==> src/rtl/spmlc_consts.svh <==
// register offsets, field positions, reset values for status/silence bank
`ifndef SPMLC_CONSTS_SVH
`define SPMLC_CONSTS_SVH
`define SPMLC_ADDR_W          8
`define SPMLC_OFF_STAT_DRV    8'h13
`define SPMLC_OFF_SIL_LVL_A   8'h14
`define SPMLC_OFF_SIL_CTRL    8'h15
`define SPMLC_BIT_P1_SPIKE    5
`define SPMLC_BIT_P0_SPIKE    4
`define SPMLC_BIT_P1_OD       1
`define SPMLC_BIT_P0_OD       0
`define SPMLC_STAT_RW_MASK    8'h3f
`define SPMLC_RST_STAT_DRV    8'h00
`define SPMLC_OUT3_LVL_HI     7
`define SPMLC_OUT3_LVL_LO     6
`define SPMLC_OUT2_LVL_HI     5
`define SPMLC_OUT2_LVL_LO     4
`define SPMLC_RST_SIL_LVL_A   8'h55
`define SPMLC_RST_SIL_CTRL    8'h00
`endif

==> src/rtl/spmlc_pkg.sv <==
// types for the status pin and silence level bank
package spmlc_pkg;
   typedef enum logic [1:0] {
      SPMLC_LVL_BYPASS,
      SPMLC_LVL_ONE,
      SPMLC_LVL_TWO,
      SPMLC_LVL_THREE
   } spmlc_lvl_t;

   // driver action per node
   typedef enum logic [2:0] {
      SPMLC_DRV_RUN,
      SPMLC_DRV_LOW,
      SPMLC_DRV_HIGH,
      SPMLC_DRV_VCM,
      SPMLC_DRV_RAIL
   } spmlc_drv_t;

   typedef struct packed {
      logic [7:0] stat_drv;
      logic [7:0] sil_lvl_a;
      logic [7:0] sil_ctrl;
      logic [7:0] rdata;
      logic [1:0] st_o;
      logic [1:0] st_oe_n;
      logic [1:0] st_spike;
      logic [2:0] o2_p;
      logic [2:0] o2_n;
      logic [2:0] o3_p;
      logic [2:0] o3_n;
   } spmlc_state_t;
endpackage

==> src/rtl/spmlc_bank.sv <==
// status pin drive and output silence level register bank
//
// Summary of operation
// - bit 5: spike limit on status pin 1
// - bit 4: spike limit on status pin 0
// - bit 1 set: status pin 1 open-drain
// - bit 0 set: status pin 0 open-drain
// - bits 7:6 select out3 silenced drive, reset 1
// - bits 5:4 select out2 silenced drive, reset 1
// - level picks drive; enable bit decides silencing
// - differential: bypass, vcm, high, rail/ground
// - single-ended: bypass, n low, p low, both low
// - differential code 3 rail on p, ground on n
//
// The implementer's own choice: strobed register access.
`timescale 1ns/10ps
`include "spmlc_consts.svh"

module spmlc_bank (
   input  wire logic                    i_clock,    // 250 MHz
   input  wire logic                    i_nrst,     // async, active low
   input  wire logic [`SPMLC_ADDR_W-1:0] i_addr,    // register address
   input  wire logic [7:0]              i_wdata,    // write data
   input  wire logic                    i_wr,       // write strobe
   input  wire logic                    i_rd,       // read strobe
   output logic      [7:0]              o_rdata,    // read data, next cycle
   input  wire logic [1:0]              i_status,   // status levels to pins
   input  wire logic                    i_out2_se,  // out2 single-ended mode
   input  wire logic                    i_out3_se,  // out3 single-ended mode
   output logic      [1:0]              o_status,   // status pin data
   output logic      [1:0]              o_status_oe_n, // pin enable, low=drive
   output logic      [1:0]              o_status_spike_lim, // slow edge
   output spmlc_pkg::spmlc_drv_t        o_out2_p,   // out2 p node action
   output spmlc_pkg::spmlc_drv_t        o_out2_n,   // out2 n node action
   output spmlc_pkg::spmlc_drv_t        o_out3_p,   // out3 p node action
   output spmlc_pkg::spmlc_drv_t        o_out3_n    // out3 n node action
);

   spmlc_pkg::spmlc_state_t s_q;
   spmlc_pkg::spmlc_state_t s_d;

   // -----------------------------------------------------------------
   // node action from level code and mode
   // -----------------------------------------------------------------
   function automatic logic [5:0] drv_of(input logic en,
                                         input logic se,
                                         input logic [1:0] lvl);
      spmlc_pkg::spmlc_drv_t p;
      spmlc_pkg::spmlc_drv_t n;
      p = spmlc_pkg::SPMLC_DRV_RUN;
      n = spmlc_pkg::SPMLC_DRV_RUN;
      // only the enable bit silences; level only shapes it
      if (en) begin
         unique case (spmlc_pkg::spmlc_lvl_t'(lvl))
            spmlc_pkg::SPMLC_LVL_BYPASS: begin
               p = spmlc_pkg::SPMLC_DRV_RUN;
               n = spmlc_pkg::SPMLC_DRV_RUN;
            end
            spmlc_pkg::SPMLC_LVL_ONE: begin
               if (se) begin
                  n = spmlc_pkg::SPMLC_DRV_LOW;
               end else begin
                  p = spmlc_pkg::SPMLC_DRV_VCM;
                  n = spmlc_pkg::SPMLC_DRV_VCM;
               end
            end
            spmlc_pkg::SPMLC_LVL_TWO: begin
               if (se) begin
                  p = spmlc_pkg::SPMLC_DRV_LOW;
               end else begin
                  p = spmlc_pkg::SPMLC_DRV_HIGH;
                  n = spmlc_pkg::SPMLC_DRV_HIGH;
               end
            end
            spmlc_pkg::SPMLC_LVL_THREE: begin
               if (se) begin
                  p = spmlc_pkg::SPMLC_DRV_LOW;
                  n = spmlc_pkg::SPMLC_DRV_LOW;
               end else begin
                  p = spmlc_pkg::SPMLC_DRV_RAIL;
                  n = spmlc_pkg::SPMLC_DRV_LOW;
               end
            end
         endcase
      end
      drv_of = {p, n};
   endfunction

   // -----------------------------------------------------------------
   // next state
   // -----------------------------------------------------------------
   always_comb begin
      logic [5:0] d2;
      logic [5:0] d3;
      d2 = '0;
      d3 = '0;
      s_d = s_q;
      if (i_wr) begin
         unique case (i_addr)
            `SPMLC_OFF_STAT_DRV:
               // reserved 7:6 read zero; 3:2 stored as rw
               s_d.stat_drv = i_wdata & `SPMLC_STAT_RW_MASK;
            `SPMLC_OFF_SIL_LVL_A:
               s_d.sil_lvl_a = i_wdata;
            `SPMLC_OFF_SIL_CTRL:
               s_d.sil_ctrl = {6'h00, i_wdata[1:0]};
            default: ;
         endcase
      end
      s_d.rdata = 8'h00;
      if (i_rd) begin
         unique case (i_addr)
            `SPMLC_OFF_STAT_DRV:  s_d.rdata = s_q.stat_drv;
            `SPMLC_OFF_SIL_LVL_A: s_d.rdata = s_q.sil_lvl_a;
            `SPMLC_OFF_SIL_CTRL:  s_d.rdata = s_q.sil_ctrl;
            default:              s_d.rdata = 8'h00;
         endcase
      end
      // pin drive: open-drain releases high, push-pull drives both
      s_d.st_o = i_status;
      s_d.st_oe_n[0] = s_q.stat_drv[`SPMLC_BIT_P0_OD] & i_status[0];
      s_d.st_oe_n[1] = s_q.stat_drv[`SPMLC_BIT_P1_OD] & i_status[1];
      s_d.st_spike[0] = s_q.stat_drv[`SPMLC_BIT_P0_SPIKE];
      s_d.st_spike[1] = s_q.stat_drv[`SPMLC_BIT_P1_SPIKE];
      d2 = drv_of(s_q.sil_ctrl[0], i_out2_se,
                  s_q.sil_lvl_a[`SPMLC_OUT2_LVL_HI:`SPMLC_OUT2_LVL_LO]);
      d3 = drv_of(s_q.sil_ctrl[1], i_out3_se,
                  s_q.sil_lvl_a[`SPMLC_OUT3_LVL_HI:`SPMLC_OUT3_LVL_LO]);
      s_d.o2_p = d2[5:3];
      s_d.o2_n = d2[2:0];
      s_d.o3_p = d3[5:3];
      s_d.o3_n = d3[2:0];
   end

   // -----------------------------------------------------------------
   // state register
   // -----------------------------------------------------------------
   always_ff @(posedge i_clock or negedge i_nrst) begin
      if (!i_nrst) begin
         s_q <= '0;
         s_q.stat_drv  <= `SPMLC_RST_STAT_DRV;
         s_q.sil_lvl_a <= `SPMLC_RST_SIL_LVL_A;
         s_q.sil_ctrl  <= `SPMLC_RST_SIL_CTRL;
      end else begin
         s_q <= s_d;
      end
   end

   assign o_rdata            = s_q.rdata;
   assign o_status           = s_q.st_o;
   assign o_status_oe_n      = s_q.st_oe_n;
   assign o_status_spike_lim = s_q.st_spike;
   assign o_out2_p           = spmlc_pkg::spmlc_drv_t'(s_q.o2_p);
   assign o_out2_n           = spmlc_pkg::spmlc_drv_t'(s_q.o2_n);
   assign o_out3_p           = spmlc_pkg::spmlc_drv_t'(s_q.o3_p);
   assign o_out3_n           = spmlc_pkg::spmlc_drv_t'(s_q.o3_n);
endmodule

==> config.mk <==
export PLATFORM = sky130hd
export DESIGN_NAME = spmlc_bank
export DESIGN_NICKNAME = d
export VERILOG_FILES = /design/src/rtl/spmlc_pkg.sv /design/src/rtl/spmlc_bank.sv
export VERILOG_INCLUDE_DIRS = /design/src /design/src/rtl
export SDC_FILE = /design/constraint.sdc
export NUM_CORES = 1
export LEC_CHECK = 0
export BUFFER_PORTS_ARGS = -buffer_cell sky130_fd_sc_hd__buf_2
export CORE_AREA = 2 2 85 87
export CTS_CLUSTER_DIAMETER = 100
export DETAILED_ROUTE_END_ITERATION = 10
export DIE_AREA = 0 0 87 89
export GPL_ROUTABILITY_DRIVEN = 1
export PLACE_DENSITY = 0.4
export SYNTH_ARGS = -nofsm -noshare
export SYNTH_HDL_FRONTEND = slang
export SYNTH_SLANG_ARGS = --single-unit
==> constraint.sdc <==
create_clock -name i_clock -period 1.3 [get_ports i_clock]
set_input_delay 0.26 -clock i_clock [delete_from_list [all_inputs] [get_ports i_clock]]
set_output_delay 0.26 -clock i_clock [all_outputs]
set_load 0.03 [all_outputs]
==> impl_metrics.env <==
export IMPL_multi_input_comb_area_um2=504
export IMPL_r2r_start="s_q[26]"
export IMPL_drt_wl_total_um=3070
export IMPL_fp_dieH_um=89
export IMPL_numCtsBuffers=5
export IMPL_hold_class="in -> reg"
export IMPL_yosys_area_top_type="dfrtp_1"
export IMPL_ctsResizeCount=0
export IMPL_rsz0062_at_grt="false"
export IMPL_grt_pass1_vias=979
export IMPL_p_leak_uw=0.00102
export IMPL_final_setup_tns_ns=0
export IMPL_gp_congestion=0.784
export IMPL_critPathMaxStageDelay_ns=0.34
export IMPL_endpoint_kind="flop"
export IMPL_yosysWarningCount=0
export IMPL_ir_drop_mv=0.397
export IMPL_rows=30
export IMPL_drv_slew=0
export IMPL_yosysUniqueCellTypes=22
export IMPL_grt_util_all_layers_pct=8.61
export IMPL_fin_nets=187
export IMPL_ant_nets=0
export IMPL_hold_viol=0
export IMPL_cts_path_max_buffers=2
export IMPL_cts_tree="built"
export IMPL_status="complete, no violations"
export IMPL_viasPerCell=3.98
export IMPL_finish_utilization_pct=29.4
export IMPL_powerDensity_nw_per_um2=1140
export IMPL_die_w_um=87
export IMPL_timing_max_cap_violations=0
export IMPL_dr_pass1_iters=4
export IMPL_critical_path_startpoint="i_addr[5]"
export IMPL_drc_errors=0
export IMPL_grt_pass1_wl_um=5000
export IMPL_numPortBuffers=47
export IMPL_worstHoldStart="i_status[0]"
export IMPL_vias=971
export IMPL_synth_edf_count=0
export IMPL_ioPinCount=50
export IMPL_crit_family="simple AND/OR/NAND/NOR gates"
export IMPL_initial_core_util_pct=24.7
export IMPL_grt_max_degree=39
export IMPL_synth_flop_cell="dfrtp_1"
export IMPL_worst_path_max_delay_cell="nor4b_4"
export IMPL_synth_common_cells="dfrtp_1 (34), buf_4 (26), mux2_2 (18), nor2_1 (8), a22oi_1 (6)"
export IMPL_synth_top_area_share_pct=51.4
export IMPL_crit_buf_inv=2
export IMPL_synth_seq_cells=38
export IMPL_clkTransAtPathRegs_ns=0.07
export IMPL_cp_start_kind="input port"
export IMPL_yosysSeqAreaShare_pct=57.7
export IMPL_fin_skew_ns=0.00513
export IMPL_finalSetupViolCount=0
export IMPL_fin_crit_sh_pct=90.3
export IMPL_htree_levels=2
export IMPL_antenna_found_initial=0
export IMPL_first_iter_violations=39
export IMPL_area_growth_pct=19.1
export IMPL_synthArstFlopShare_pct=100
export IMPL_diodes=0
export IMPL_period_needed_ns=1.17
export IMPL_cp_arrival_ns=1.34
export IMPL_drive_gt1_share_pct=54.3
export IMPL_path_class="in -> reg"
export IMPL_path_cells="buf_2, nor4b_4, buf_4, nand3_2, mux2_2"
export IMPL_gr_total_overflow=0
export IMPL_coreArea_um2=6720
export IMPL_dieArea_um2=7740
export IMPL_detail_route_wl_per_cell_um=12.6
export IMPL_ff_latch_area_um2=956
export IMPL_syn_area_per_cell_um2=13.1
export IMPL_dp_hpwl_um=2410
export IMPL_cp_max_fo=6
export IMPL_cts_root_buf="clkbuf_8"
export IMPL_syn_inst=126
export IMPL_synthTopCellsByArea="dfrtp_1 (51%), mux2_2 (12%), buf_4 (12%)"
export IMPL_clock_latency_ns=0.29
export IMPL_fmax_mhz=852
export IMPL_netlist_area_um2=1660
export IMPL_cp_required_ns=1.47
export IMPL_nFillCells=675
export IMPL_clock_sinks=38
export IMPL_synth_most_common_cell="dfrtp_1"
==> kinds of logic after synthesis <==
logic type / Yosys count / share of synthesized area [%]
other: 1 / 0.226
AND/OR/NAND/NOR: 32 / 13.1
buffers and inverters: 27 / 12.1
flip-flops: 38 / 57.7
AO/OA/AOI/OAI: 8 / 3.62
XOR/XNOR: 2 / 1.06
multiplexers: 18 / 12.2
==> final timing paths <==
kind	endpoint	slack (ns)	cells past startpoint
worst max-delay path	s_q[43]	0.13	5
worst min-delay path	o_status[0]	0.09	1
worst max register to register	o_rdata[0]	0.29	3
worst min register to register	o_status_spike_lim[1]	0.40	0
max in group asynchronous	s_q[34]	0.59	3
min in group asynchronous	s_q[44]	0.46	3
==> layer usage <==
layer	share of wire [%]	track usage (%)	vias up
met3	6.3	3.05	6
met4	2.5	4.69	0
met2	50	13.9	27
met1	41	9.99	457
met5	0	0	-
li1	-	-	481
==> worst reg2reg max path: stages, from the launching register on <==
cell and delay, ns:
dfrtp_1 0.42, mux2_2 0.27, a22oi_1 0.14, nor2_1 0.06
==> sequential cells by signal, summed over array words and instances (netlist names) <==
| name | cells |
|---|---|
| o_status_spike_lim | 2 |
| o_status | 2 |
| o_out3_p | 3 |
| o_rdata | 8 |
| o_status_oe_n | 2 |
| o_out2_n | 1 |
| o_out2_p | 3 |
| o_out3_n | 1 |
| s_q | 14 |
| s_d | 2 |
==> report_power, final <==
part	switching (uW)	internal, uW	total [uW]
clock network	397	426	823
registers	24.7	1220	1240
logic	98.5	86.5	185
==> layout by cell type, fill, tap and decap left out, types with 3 or more instances in the layout <==
| cell | Yosys | layout |
|---|---|---|
| and3b_1 | 3 | 3 |
| dfstp_2 | 4 | 4 |
| buf_2 | 1 | 47 |
| nand2_1 | 4 | 4 |
| buf_4 | 26 | 7 |
| a22oi_1 | 6 | 6 |
| nor2_1 | 8 | 8 |
| mux2_2 | 18 | 18 |
| and2_1 | 4 | 4 |
| clkbuf_8 | 0 | 6 |
| dfrtp_1 | 34 | 34 |
==> through the flow <==
stage	std cells	power [uW]	worst slack [ns]	hold WS, ns	instance area, um^2
3_3_place_gp	235	1450	-0.156	0.239	1870
5_1_grt	244	2370	0.0593	0.0752	1970
2_1_floorplan	127	1360	0.0255	-0.0356	1660
3_5_place_dp	235	1450	-0.187	0.246	1870
4_1_cts	244	2300	0.114	0.0777	1970
6_report	244	2250	0.126	0.0889	1970
==> layout make-up <==
| class | instances | share of cell area, % |
|---|---|---|
| multi-input cells | 62 | 25.6 |
| well taps | 80 | 5.07 |
| clock buffers | 6 | 4.19 |
| clock inverters | 2 | 0.634 |
| repair buffers | 56 | 16.1 |
| flip-flops and latches | 38 | 48.4 |
==> repair_timing <==
action / 4_1_cts / 5_1_grt
endpoints found under the hold margin: 34 / 0
hold buffers: 1 / 0
setup buffers: 0 / 0
setup endpoints to repair: 0 / 0
Power figures use the tool's default switching activity.
